[src/core_pkg.sv]
package core_pkg;
    // widths of the core's datapaths and the return stack depth
    localparam int DATA_W = 8;
    localparam int PC_W = 21;
    localparam int BANK_W = 4;
    localparam int ADDR_W = 12;
    localparam int FLAGS_W = 5;
    localparam int STACK_DEPTH = 31;

    // status flag bit positions
    localparam int FLAG_C = 0;
    localparam int FLAG_DC = 1;
    localparam int FLAG_Z = 2;
    localparam int FLAG_OV = 3;
    localparam int FLAG_N = 4;

    // access bank: offsets at or above the split map to the top bank
    localparam logic [7:0] ACCESS_SPLIT = 8'h80;
    localparam logic [3:0] ACCESS_HIGH_BANK = 4'hf;
    localparam logic [3:0] ACCESS_LOW_BANK = 4'h0;

    // reset values and the pc step
    localparam logic [7:0] ACC_RST = 8'h00;
    localparam logic [4:0] FLAGS_RST = 5'h00;
    localparam logic [3:0] BANK_RST = 4'h0;
    localparam logic [7:0] PROD_RST = 8'h00;
    localparam logic [20:0] PC_RST = 21'h000000;
    localparam logic [20:0] PC_STEP = 21'h000002;
    localparam logic [7:0] LATCH_HIGH_RST = 8'h00;
    localparam logic [4:0] LATCH_UPPER_RST = 5'h00;
    localparam logic [15:0] IR_RST = 16'h0000;

    // opcode patterns
    localparam logic [15:0] OPC_NOP = 16'h0000;
    localparam logic [3:0] OPC_NOP_TOP = 4'hf;
    localparam logic [7:0] OPC_MUL_LIT = 8'h0d;
    localparam logic [6:0] OPC_MUL_FILE = 7'h01;
    localparam logic [6:0] OPC_NEGATE = 7'h36;
    localparam logic [15:0] OPC_POP = 16'h0006;
    localparam logic [15:0] OPC_PUSH = 16'h0005;
    localparam logic [4:0] OPC_REL_CALL = 5'h1b;
    localparam logic [15:0] OPC_SWRESET = 16'h00ff;
    localparam logic [14:0] OPC_IRET = 15'h0008;
    localparam logic [7:0] OPC_RET_LIT = 8'h0c;

    // instruction cycle phases, one-hot
    typedef enum logic [3:0] {
        PH_Q1 = 4'b0001,
        PH_Q2 = 4'b0010,
        PH_Q3 = 4'b0100,
        PH_Q4 = 4'b1000
    } phase_t;

    typedef enum logic [3:0] {
        OP_NOP,
        OP_MUL_LIT,
        OP_MUL_FILE,
        OP_NEGATE,
        OP_POP,
        OP_PUSH,
        OP_REL_CALL,
        OP_SWRESET,
        OP_IRET,
        OP_RET_LIT,
        OP_OTHER
    } op_t;
endpackage

[src/mul_neg_stack_return_ops.sv]
`timescale 1ns/1ps
module mul_neg_stack_return_ops
    import core_pkg::*;
(
    // clock and reset
    input wire logic clk_sys,
    input wire logic arst_n,
    // program memory
    input wire logic [15:0] instr_word,
    output logic [PC_W-1:0] prog_addr,
    // register file
    input wire logic [DATA_W-1:0] file_rdata,
    output logic [ADDR_W-1:0] file_addr,
    output logic [DATA_W-1:0] file_wdata,
    output logic file_we,
    // shadow copies, loaded by interrupt entry elsewhere
    input wire logic [DATA_W-1:0] accumulator_shadow,
    input wire logic [FLAGS_W-1:0] flags_shadow,
    input wire logic [BANK_W-1:0] bank_select_shadow,
    // pc latch load from elsewhere in the core
    input wire logic pclat_load,
    input wire logic [7:0] pclat_high_value,
    input wire logic [4:0] pclat_upper_value,
    // architectural state
    output logic [DATA_W-1:0] accumulator,
    output logic [FLAGS_W-1:0] status_flags,
    output logic [BANK_W-1:0] bank_select_register,
    output logic [DATA_W-1:0] product_high_byte,
    output logic [DATA_W-1:0] product_low_byte,
    output logic [PC_W-1:0] return_stack_top,
    output logic high_priority_global_enable,
    output logic low_priority_global_enable,
    output logic [7:0] pc_latch_high,
    output logic [4:0] pc_latch_upper,
    output logic flush_cycle
);
    phase_t phase, next_phase;
    logic [15:0] ir, next_ir;
    logic [PC_W-1:0] next_pc;
    logic [ADDR_W-1:0] next_file_addr;
    logic [DATA_W-1:0] next_file_wdata;
    logic next_file_we;
    logic [DATA_W-1:0] next_acc;
    logic [FLAGS_W-1:0] next_flags;
    logic [BANK_W-1:0] next_bank;
    logic [DATA_W-1:0] next_prod_hi, next_prod_lo;
    logic next_hi_en, next_lo_en, next_flush;
    logic [7:0] next_lat_high;
    logic [4:0] next_lat_upper;
    logic stk_push, stk_pop, stk_clear;
    logic [PC_W-1:0] stk_value;
    logic [15:0] product;
    logic [DATA_W-1:0] negated;
    logic [PC_W-1:0] call_offset;
    logic exec;
    op_t op;

    function automatic op_t decode(input logic [15:0] w);
        op_t o;
        o = OP_OTHER;
        if (w == OPC_NOP || w[15:12] == OPC_NOP_TOP) o = OP_NOP;
        else if (w[15:8] == OPC_MUL_LIT) o = OP_MUL_LIT;
        else if (w[15:9] == OPC_MUL_FILE) o = OP_MUL_FILE;
        else if (w[15:9] == OPC_NEGATE) o = OP_NEGATE;
        else if (w == OPC_POP) o = OP_POP;
        else if (w == OPC_PUSH) o = OP_PUSH;
        else if (w[15:11] == OPC_REL_CALL) o = OP_REL_CALL;
        else if (w == OPC_SWRESET) o = OP_SWRESET;
        else if (w[15:1] == OPC_IRET) o = OP_IRET;
        else if (w[15:8] == OPC_RET_LIT) o = OP_RET_LIT;
        return o;
    endfunction

    // data address for a file operand; used by datapath and checks
    function automatic logic [ADDR_W-1:0] bank_addr(
        input logic a, input logic [7:0] f, input logic [BANK_W-1:0] b);
        logic [BANK_W-1:0] bank;
        bank = b;
        if (!a) begin
            bank = (f >= ACCESS_SPLIT) ? ACCESS_HIGH_BANK : ACCESS_LOW_BANK;
        end
        return {bank, f};
    endfunction

    assign op = decode(ir);
    // a flushed cycle executes nothing, whatever was fetched
    assign exec = (phase == PH_Q4) && !flush_cycle;
    assign product = 16'(accumulator) * 16'(ir[15:9] == OPC_MUL_FILE ?
                     file_rdata : ir[7:0]);
    assign negated = DATA_W'(~file_rdata + 8'h01);
    assign call_offset = {{(PC_W-12){ir[10]}}, ir[10:0], 1'b0};

    return_stack #(
        .DEPTH(STACK_DEPTH),
        .WIDTH(PC_W)
    ) u_stack (
        .clk_sys(clk_sys),
        .arst_n(arst_n),
        .clear(stk_clear),
        .push(stk_push),
        .pop(stk_pop),
        .push_value(stk_value),
        .top(return_stack_top)
    );

    // next values of the whole core; ir loads in Q1, file_addr in Q2, instruction results commit on the Q4 edge
    always_comb begin
        next_phase = phase;
        case (phase)
            PH_Q1: next_phase = PH_Q2;
            PH_Q2: next_phase = PH_Q3;
            PH_Q3: next_phase = PH_Q4;
            PH_Q4: next_phase = PH_Q1;
            default: next_phase = PH_Q1;
        endcase
        next_ir = (phase == PH_Q1) ? instr_word : ir;
        next_file_addr = file_addr;
        if (phase == PH_Q2) begin
            next_file_addr = bank_addr(ir[8], ir[7:0],
                                       bank_select_register);
        end
        next_pc = prog_addr;
        next_file_wdata = file_wdata;
        next_file_we = 1'b0;
        next_acc = accumulator;
        next_flags = status_flags;
        next_bank = bank_select_register;
        next_prod_hi = product_high_byte;
        next_prod_lo = product_low_byte;
        next_hi_en = high_priority_global_enable;
        next_lo_en = low_priority_global_enable;
        next_flush = flush_cycle;
        next_lat_high = pclat_load ? pclat_high_value : pc_latch_high;
        next_lat_upper = pclat_load ? pclat_upper_value : pc_latch_upper;
        stk_push = 1'b0;
        stk_pop = 1'b0;
        stk_clear = 1'b0;
        stk_value = prog_addr + PC_STEP;
        if (phase == PH_Q4) begin
            // the flush cycle keeps the target pc already loaded
            next_flush = 1'b0;
            if (!flush_cycle) begin
                next_pc = prog_addr + PC_STEP;
            end
        end
        if (exec) begin
            case (op)
                OP_MUL_LIT, OP_MUL_FILE: begin
                    // flags and accumulator deliberately untouched
                    next_prod_hi = product[15:8];
                    next_prod_lo = product[7:0];
                end
                OP_NEGATE: begin
                    next_file_wdata = negated;
                    next_file_we = 1'b1;
                    next_flags[FLAG_N] = negated[7];
                    next_flags[FLAG_OV] = file_rdata == 8'h80;
                    next_flags[FLAG_C] = file_rdata == 8'h00;
                    next_flags[FLAG_DC] = file_rdata[3:0] == 4'h0;
                    next_flags[FLAG_Z] = negated == 8'h00;
                end
                OP_POP: stk_pop = 1'b1;
                OP_PUSH: stk_push = 1'b1;
                OP_REL_CALL: begin
                    stk_push = 1'b1;
                    next_pc = prog_addr + PC_STEP + call_offset;
                    next_flush = 1'b1;
                end
                OP_SWRESET: begin
                    next_pc = PC_RST;
                    next_acc = ACC_RST;
                    next_flags = FLAGS_RST;
                    next_bank = BANK_RST;
                    next_prod_hi = PROD_RST;
                    next_prod_lo = PROD_RST;
                    next_hi_en = 1'b0;
                    next_lo_en = 1'b0;
                    next_lat_high = LATCH_HIGH_RST;
                    next_lat_upper = LATCH_UPPER_RST;
                    stk_clear = 1'b1;
                end
                OP_IRET: begin
                    // pc latches are not written here
                    next_pc = return_stack_top;
                    stk_pop = 1'b1;
                    next_flush = 1'b1;
                    if (!high_priority_global_enable) next_hi_en = 1'b1;
                    else next_lo_en = 1'b1;
                    if (ir[0]) begin
                        next_acc = accumulator_shadow;
                        next_flags = flags_shadow;
                        next_bank = bank_select_shadow;
                    end
                end
                OP_RET_LIT: begin
                    next_acc = ir[7:0];
                    next_pc = return_stack_top;
                    stk_pop = 1'b1;
                    next_flush = 1'b1;
                end
                default: ; // nop and instructions handled elsewhere
            endcase
        end
    end

    always_ff @(posedge clk_sys or negedge arst_n) begin
        if (!arst_n) begin
            phase <= PH_Q1;
            ir <= IR_RST;
            prog_addr <= PC_RST;
            file_addr <= '0;
            file_wdata <= '0;
            file_we <= 1'b0;
            accumulator <= ACC_RST;
            status_flags <= FLAGS_RST;
            bank_select_register <= BANK_RST;
            product_high_byte <= PROD_RST;
            product_low_byte <= PROD_RST;
            high_priority_global_enable <= 1'b0;
            low_priority_global_enable <= 1'b0;
            flush_cycle <= 1'b0;
            pc_latch_high <= LATCH_HIGH_RST;
            pc_latch_upper <= LATCH_UPPER_RST;
        end else begin
            phase <= next_phase;
            ir <= next_ir;
            prog_addr <= next_pc;
            file_addr <= next_file_addr;
            file_wdata <= next_file_wdata;
            file_we <= next_file_we;
            accumulator <= next_acc;
            status_flags <= next_flags;
            bank_select_register <= next_bank;
            product_high_byte <= next_prod_hi;
            product_low_byte <= next_prod_lo;
            high_priority_global_enable <= next_hi_en;
            low_priority_global_enable <= next_lo_en;
            flush_cycle <= next_flush;
            pc_latch_high <= next_lat_high;
            pc_latch_upper <= next_lat_upper;
        end
    end
endmodule

[src/return_stack.sv]
`timescale 1ns/1ps
// hardware return stack; the top entry is its own flip-flop
module return_stack #(
    parameter int DEPTH = 31,
    parameter int WIDTH = 21
) (
    // clock and reset
    input wire logic clk_sys,
    input wire logic arst_n,
    // control
    input wire logic clear,
    input wire logic push,
    input wire logic pop,
    input wire logic [WIDTH-1:0] push_value,
    // state
    output logic [WIDTH-1:0] top
);
    localparam int PTR_W = $clog2(DEPTH + 1);

    if (DEPTH < 2) begin : g_bad_depth
        $error("return_stack needs DEPTH of at least 2");
    end

    logic [WIDTH-1:0] below [DEPTH-1];
    logic [PTR_W-1:0] count;
    logic [WIDTH-1:0] next_top;
    logic [PTR_W-1:0] next_count;
    logic wr_en;
    logic [PTR_W-1:0] wr_idx;

    // push when full is dropped rather than wrapping, so old returns survive
    always_comb begin
        next_top = top;
        next_count = count;
        wr_en = 1'b0;
        wr_idx = count - PTR_W'(1);
        if (clear) begin
            next_top = '0;
            next_count = '0;
        end else if (push && count != PTR_W'(DEPTH)) begin
            wr_en = count != '0;
            next_top = push_value;
            next_count = count + PTR_W'(1);
        end else if (pop) begin
            // an empty stack pops as zero
            next_top = (count > PTR_W'(1)) ? below[count - PTR_W'(2)] : '0;
            next_count = (count != '0) ? count - PTR_W'(1) : '0;
        end
    end

    always_ff @(posedge clk_sys or negedge arst_n) begin
        if (!arst_n) begin
            top <= '0;
            count <= '0;
            for (int i = 0; i < DEPTH - 1; i++) begin
                below[i] <= '0;
            end
        end else begin
            top <= next_top;
            count <= next_count;
            if (wr_en) begin
                below[wr_idx] <= top;
            end
        end
    end
endmodule

[config.mk]
export PLATFORM = sky130hd
export DESIGN_NAME = mul_neg_stack_return_ops
export DESIGN_NICKNAME = d
export VERILOG_FILES = /design/src/core_pkg.sv /design/src/mul_neg_stack_return_ops.sv /design/src/return_stack.sv
export SDC_FILE = /design/constraint.sdc
export NUM_CORES = 1
export LEC_CHECK = 0
export BUFFER_PORTS_ARGS = -buffer_cell sky130_fd_sc_hd__buf_4
export CORE_UTILIZATION = 63
export CTS_CLUSTER_SIZE = 25
export DETAILED_ROUTE_END_ITERATION = 10
export GPL_TIMING_DRIVEN = 0
export PLACE_DENSITY = 0.81
export RECOVER_POWER = 100
export SLEW_MARGIN = 20
export SYNTH_ARGS = -nofsm -noshare
export SYNTH_HDL_FRONTEND = slang
export SYNTH_SLANG_ARGS = --single-unit
export TNS_END_PERCENT = 20
[constraint.sdc]
create_clock -name clk_sys -period 9.7 [get_ports clk_sys]
set_clock_uncertainty 0.1 [all_clocks]
set_input_delay 1.94 -clock clk_sys [delete_from_list [all_inputs] [get_ports clk_sys]]
set_output_delay 1.94 -clock clk_sys [all_outputs]
set_load 0.02 [all_outputs]
==> results by stage, run 1 <==
Timing:
- Setup repair after global routing left no endpoint under its margin.
- The slew at the pin closest to its max-slew limit is ~4.3 ns.
- The max-slew violation count was 335.
- For this run, the top clock speed supported by timing is roughly 0.14 GHz.
- The final hold violation count is 0.
- The period utilization is between 70% and 80%.
- The number of failing setup endpoints in the final timing report is 0.
- The post-route minimum period is between 7 and 8 ns.
- Headroom to the max-slew limit came out at -189%.

Setup path:
- The kind of end point of the critical path is an asynchronous set/reset pin.
- Along the worst path, the maximum fanout reaches just under 100.
- The critical path is of the in -> async type.
- The source of the critical timing path is arst_n.
- The critical path goes through clkbuf_1 -> clkbuf_2.
- On the critical path, the stage with the largest delay is an instance of clkbuf_1.
- The buffer and inverter count on the worst path is 2.
- The startpoint class of the critical path is an input pin.
- The largest incremental delay on the critical path is between 2 and 3 ns.
- The endpoint identified for the worst register-to-register timing path is product_high_byte[6].
- Data on the critical path arrives at its endpoint at slightly above 7 ns.
- The slack of the worst reg-to-reg path is 2.69 ns.
- The worst register-to-register path begins at ir[13].
- For the worst setup path, the data required time is roughly 10 ns.
- The logic depth of the worst register-to-register path is 19.
- On the critical path the largest part of the delay comes from buffers and inverters.

Job:
- The count of max-cap constraint violations is 4.

Final layout:
- The library cell used most frequently in the layout, excluding fill and tap cells, is dfrtp_1.
- The library cells used most frequently in the layout, excluding fill and tap cells, are dfrtp_1 (766), mux2_1 (541), clkbuf_1 (349), mux4_2 (169), nand2_1 (155).
- The post-route netlist has around 16% of its cells at a drive strength greater than 1.
- The final cell count without fillers is 4033.
- The signed area change from the synthesized netlist to the final layout is 11.7%.
- The antenna diode count is 0.
- The count of nets after finishing is around 3300.

Die:
- The number of placed I/O pins is around 170.
- The chip width is 250 µm.
- The initial core utilization is 64.0%.
- In this run the vertical extent of the chip is between 200 and 300 µm.
- After floorplanning, the core was divided into 90 placement rows.
- The total area inside the core boundary comes to 0.0606 mm².
- The die covers between 0.06 and 0.07 mm².

Clock tree:
- Once the clock tree was built, the resizer swapped 0 gates to a different size.
- In this run the post-CTS setup repair buffer count came out at 0.
- The number of H-tree branching levels is 3.
- Hold repair after CTS inserted 0 buffers.
- The number of buffers created by CTS is 79.
- CTS placed an instance of clkbuf_16 at the clock tree root.
- The TritonCTS clock tree is built.
- The clock-pin slew on the worst setup and hold paths is around 0.06 ns.
- The clock insertion delay at the later pin of the skew report is 0.63 ns.
- The number of sinks driven by the clock tree is between 700 and 800.
- The clock tree buffer depth is 3.

Drt:
- The average detailed-routed wire length per instance is about 27 µm.
- In this run, the number of DRC markers left after iteration 0 of detailed routing was about 2900.
- The routed layout has between 20000 and 30000 vias.
- The average via count per standard cell is ~6.6.
- The length of the first detailed-routing pass in iterations is 6.
- The count of nets left with antenna violations once routing finished came out at 0.
- The remaining design rule violation count is 0.
- The post-detailed-routing wire length is 108000 µm.

Power:
- Overall power consumption after layout is estimated at about 8.3 mW.
- The areal power density over the cells is approximately 190 mW/mm².
- The leakage power summed over all cells is about 21 nW.
- The worst-case IR drop observed on VDD is 0.000141 V.

Synth:
- During synthesis, Yosys emitted a total of 0 warnings.
- Dividing the synthesized area by the synthesized cell count gives about 13 µm².
- The number of flops mapped to enable cells by yosys is 0.
- The number of different library cells used by synthesis comes to 73.
- The primary flip-flop cell chosen by synthesis mapping is dfrtp_1.
- The synthesized net count is 3091.
- Sorting the synthesized cells by area gives the leading types as dfrtp_1 (49%), mux2_1 (16%), mux4_2 (9.8%).
- After technology mapping, the gate count stands at about 3000.
- Counting flops and latches in the post-synthesis netlist gives 767.
- The share of synthesized area in the top cell type comes to approximately half.
- Summed over all instances, the cell type with the most area after synthesis is dfrtp_1.
- Counting flops with an async set or reset pin after synthesis yields a share of 100%.
- Sequential cells were found to cover a little under 50% of the synthesized design area.
- The mapped netlist covers ~0.039 mm².

Global routing:
- The leftover overflow at the end of global routing is 0.
- The initial antenna violation count was 3.
- The maximum number of pins on one net before global-route repair is approximately 110.
- The total global routing track utilization is roughly 35%.
- The number of global-route vias before repair came to between 20000 and 30000.
- The wire length of the first global-routing pass is approximately 170000 µm.

Placement:
- Counting tap cells, the placed design contains a total of between 3000 and 4000 instances.
- Buffers placed on the I/O ports in this run total 167.
- Detailed placement ended at an HPWL of between 70000 and 80000 µm.
- The global placement routability congestion is around 1.

Min path:
- The kind of path behind the tightest hold check is reg -> reg.
- The start point of the worst min-delay path is u_stack.below[184].
- The hold-critical path endpoint is u_stack.below[184].
- Along the worst hold path, the cell count comes to 1.

Outcome:
- The run finished, with violations left.
- The final reports fail on max-capacitance violations, max-slew violations.
## cell families after synthesis
| family | Yosys count | share of synthesized area (%) |
|---|---|---|
| simple gates | 506 | 6.37 |
| mux | 873 | 30.1 |
| xor+xnor | 52 | 1.17 |
| fa+ha+maj | 104 | 4.07 |
| buf+inv | 325 | 3.49 |
| flops | 767 | 49.5 |
| compound gates | 303 | 5.24 |
## flip-flops by register name, indices dropped and copies added, names as in the netlist, 4 cells and up
signal / count
accumulator: 8
bank_select_register: 4
file_addr: 12
file_wdata: 8
ir: 16
pc_latch_high: 8
pc_latch_upper: 5
phase: 4
product_high_byte: 8
product_low_byte: 8
prog_addr: 21
status_flags: 5
u_stack.below: 630
u_stack.count: 5
u_stack.top: 21
## how the worst max path moves through the flow
stage	to	slack (ns)	cells past startpoint
final	u_stack.below[378]	2.58	2
after global routing	low_priority_global_enable	1.41	2
after detailed placement	product_high_byte[6]	2.24	17
after CTS	product_high_byte[6]	2.72	19
after floorplan	product_high_byte[6]	3.15	16
after global placement	u_stack.below[196]	-1.45	1
## synthesized netlist by cell type (40+ instances only)
library cell,instances
mux2_1,540
a21oi_1,79
nand3_1,73
nor2_1,101
buf_2,42
dfrtp_1,766
mux4_2,169
ha_1,67
nor2b_1,43
inv_1,83
mux2i_1,40
clkbuf_1,156
nand2_1,155
o21ai_0,53
nor3_1,41
mux2_2,124
## through the flow
stage | util [%] | hold WS [ns] | setup slack (ns) | cell area [µm²] | setup TNS (ns)
5_1_grt | 71.5 | 0.399 | 1.41 | 43300 | 0
3_5_place_dp | 68.1 | 0.375 | 2.24 | 41300 | 0
3_3_place_gp | 67.7 | 0.368 | -1.45 | 41000 | -1021.69
6_report | 71.5 | 0.386 | 2.58 | 43300 | 0
4_1_cts | 72.6 | 0.389 | 2.72 | 44000 | 0
2_1_floorplan | - | 0.354 | 3.15 | 38800 | 0
## metal layers
metal,vias to the layer above,share of wire (%),track usage [%]
li1,11200,-,-
met4,6,4.5,14.8
met1,13900,40,47.8
met3,279,8.3,7.28
met2,1278,48,56.5
met5,-,0.036,0
## report_power, final
| group | switching (mW) | leakage, nW | internal, mW |
|---|---|---|---|
| clock network | 1.31 | 1.33 | 1.85 |
| registers | 0.114 | 10.5 | 3.27 |
| logic | 1.10 | 9.17 | 0.611 |
## layout make-up
cell class,count,area [µm²]
clock inverters,27,352
well taps,782,978
clock buffers,117,2350
repair buffers,177,1000
inverters,83,312
plain buffers,242,926
flip-flops and latches,767,19200
fillers,4090,17300
multi-input cells,1838,18200
Power figures use the tool's default switching activity.
==> run 2, diff against run 1 <==
--- a/config.mk
+++ b/config.mk
@@ -6,11 +6,11 @@
 export NUM_CORES = 1
 export LEC_CHECK = 0
 export BUFFER_PORTS_ARGS = -buffer_cell sky130_fd_sc_hd__buf_4
-export CORE_UTILIZATION = 63
+export CORE_UTILIZATION = 56
 export CTS_CLUSTER_SIZE = 25
 export DETAILED_ROUTE_END_ITERATION = 10
 export GPL_TIMING_DRIVEN = 0
-export PLACE_DENSITY = 0.81
+export PLACE_DENSITY = 0.76
 export RECOVER_POWER = 100
 export SLEW_MARGIN = 20
 export SYNTH_ARGS = -nofsm -noshare
==> constraint.sdc (replaced) <==
create_clock -name clk_sys -period 6.3 [get_ports clk_sys]
set_clock_uncertainty 0.1 [all_clocks]
set_input_delay 1.26 -clock clk_sys [delete_from_list [all_inputs] [get_ports clk_sys]]
set_output_delay 1.26 -clock clk_sys [all_outputs]
set_load 0.02 [all_outputs]
==> results by stage, run 2 (synthesized netlist as in run 1, its figures left out) <==
Final layout:
- In the final layout, the registers with the most flip-flops are u_stack.below x630, prog_addr x21, u_stack.top x21.
- The library cell used most frequently in the layout, excluding fill and tap cells, is dfrtp_1.
- The filler cell count is just over 5000.
- In the final layout, the share of cells above drive strength 1 is roughly 18%.
- The register with the highest flop count is u_stack.below.
- The number of flip-flops in the largest register is 630.
- In the layout the commonest cells are dfrtp_1 (765), mux2_1 (540), clkbuf_1 (301), mux4_2 (169), nand2_1 (155).
- The area growth from synthesis to layout is 12.8%.
- With fillers left out, the area of the finished cells amounts to between 0.04 and 0.05 mm².
- 0 antenna diodes ended up in the layout.
- In the final design database the tool counted approximately 3400 nets.

Setup path:
- The startpoint class of the critical path is a register.
- The largest incremental delay on the critical path is approximately 1.6 ns.
- The kind of cell adding the most delay to the critical path is simple AND/OR/NAND/NOR gates.
- The number of buffers and inverters on the critical path is 4.
- The data required time at the worst endpoint is around 6.7 ns.
- The critical path crosses 11 cells after its start point.
- Traced cell by cell, the critical path runs through clkbuf_1 -> or4_1 -> clkbuf_1 -> nor4_1 -> nor2_1 -> and2_0 -> a211oi_2 -> clkbuf_1 -> nand3_1 -> clkbuf_2 -> mux2_1.
- For the worst flop-to-flop path, the logic depth is 11.
- At the worst endpoint, the arrival time is 6.48 ns.
- The cell with the biggest individual delay on the critical path is nor4_1.
- The critical-path maximum fanout is 10.
- The cell that appears most often on the critical path is clkbuf_1.
- The worst setup path is captured at a register.
- The start-to-end type of the worst setup path is reg -> reg.

Timing:
- The final hold violation count was 0.
- The highest clock rate is roughly 0.17 GHz.
- At the pin with the least slew margin, the transition time is ~3.6 ns.
- The setup slack of the critical path after layout is approximately 0.24 ns.
- The max-slew violation count was 260.
- The period utilization is between 90% and 100%.
- The number of failing setup endpoints in the final timing report is 0.
- After routing, the total negative slack on setup checks comes to 0 ns.
- Measured against its own limit, the worst slew margin works out to -141%.
- Hold timing on the final database bottoms out at a slack of roughly 0.38 ns.
- The routed design could run at a clock period as short as between 6 and 7 ns.
- Setup repair after global routing left no endpoint under its margin.

Die:
- The die covers around 0.07 mm².
- The die is approximately 270 µm tall.
- The floorplan has 96 rows.
- The initial core utilization is between 50% and 60%.
- The standard cell core area is roughly 0.069 mm².
- The chip width is 265 µm.
- In this run the count of I/O pins placed on the die edge is roughly 170.

Placement:
- The placed cell area is 0.0415 mm².
- The detailed placer's ending HPWL is 83700 µm.
- The number of buffers inserted by port buffering is between 150 and 200.
- The congestion estimate from routability-driven global placement came to around 1.
- Before CTS, the worst setup slack after placement is -0.813 ns.

Global routing:
- The initial antenna violation count is 0.
- The maximum number of pins on one net before global-route repair is roughly 100.
- The number of global-route vias before repair came to about 28000.
- The leftover overflow at the end of global routing is 0.
- The wire length of the first global-routing pass is around 170000 µm.
- The total global routing track utilization is 32.3%.

Clock tree:
- The root buffer cell is clkbuf_16.
- The clock net in this run drives a total of approximately 770 sinks.
- The hold-fix buffer count after cts is 0.
- Clock-pin slew was measured on the worst setup and hold paths at roughly 0.06 ns.
- TritonCTS built the clock tree.
- The number of H-tree branching levels is 3.
- Clock latency on the worst-skew pair, taken at its later pin, is between 0.6 and 0.7 ns.
- The number of clock buffers added by TritonCTS is a little over 80.
- The clock tree buffer depth is 3.

Drt:
- The average via count per standard cell is 6.33.
- The length of the first detailed-routing pass in iterations is 5.
- After the first detailed-routing iteration, the DRC count stood at about 2500.
- For this block, the routed nets add up to roughly 110000 µm of wire.
- The detail route stage leaves a number of antenna-violating nets equal to 0.
- After detailed routing, the number of remaining DRC violations is 0.
- The average detailed-routed wire length per instance is 26.5 µm.
- The count of vias placed by the detailed router is about 26000.

Min path:
- The depth of the worst hold-timing path is 1.
- The tightest min-delay check is of the reg -> reg type.

Power:
- The maximum VDD drop is approximately 0.00020 V.
- The leakage power summed over all cells is between 20 and 25 nW.
- In this run the power density over the cells is 293 mW/mm².

Outcome:
- The checks that failed: max-capacitance violations, max-slew violations.
- The run finished, with violations left.

Job:
- The tool flagged a number of max-cap violations equal to 4.
[run 2: layout make-up]
cell class | count | area [µm²] | share of cell area, %
Sequential cell | 767 | 19200 | 43.9
Multi-Input combinational cell | 1838 | 18300 | 41.8
Clock buffer | 112 | 2260 | 5.18
Tap cell | 931 | 1160 | 2.66
Timing Repair Buffer | 180 | 998 | 2.28
Buffer | 242 | 991 | 2.27
Clock inverter | 35 | 515 | 1.18
Inverter | 83 | 312 | 0.713
[run 2: path summary, 6_finish.rpt]
check | startpoint | end | slack, ns
min reg2reg | u_stack.below[108] | u_stack.below[108] | 0.38
min in group asynchronous | arst_n | phase[2] | 0.46
min | u_stack.below[108] | u_stack.below[108] | 0.38
max reg2reg | ir[13] | u_stack.below[486] | 0.24
max | ir[13] | u_stack.below[486] | 0.24
max in group asynchronous | arst_n | u_stack.below[309] | 1.03
[run 2: timing repair]
item / in CTS / in global routing
resized for setup: 9 / 9
endpoints found under the hold margin: 0 / 0
setup endpoints to repair: 95 / 39
pin swaps: 1 / 1
buffers inserted: 2 / 0
[run 2: layer usage]
metal  share of wire (%)  vias up  track usage (%)
li1                    -    11200                -
met1                  40    13900             42.4
met2                  49     1066             53.3
met3                 6.5      257             5.11
met4                 4.6        0             14.5
met5                   0        -                0
[run 2: report_power, final]
| group | switching (mW) | internal, mW |
|---|---|---|
| registers | 0.175 | 5.04 |
| logic | 1.69 | 0.945 |
| clock network | 2.07 | 2.88 |
| total | 3.93 | 8.86 |
[run 2: metrics by stage]
stage / utilization, % / std cells / total power [mW]
6_report: 63.7 / 4188 / 12.8
5_1_grt: 63.7 / 4188 / 13.3
4_1_cts: 64.6 / 4188 / 12.9
3_5_place_dp: 60.5 / 4039 / 7.98
3_3_place_gp: 60.1 / 4028 / 7.92
2_1_floorplan: - / 2930 / 7.00
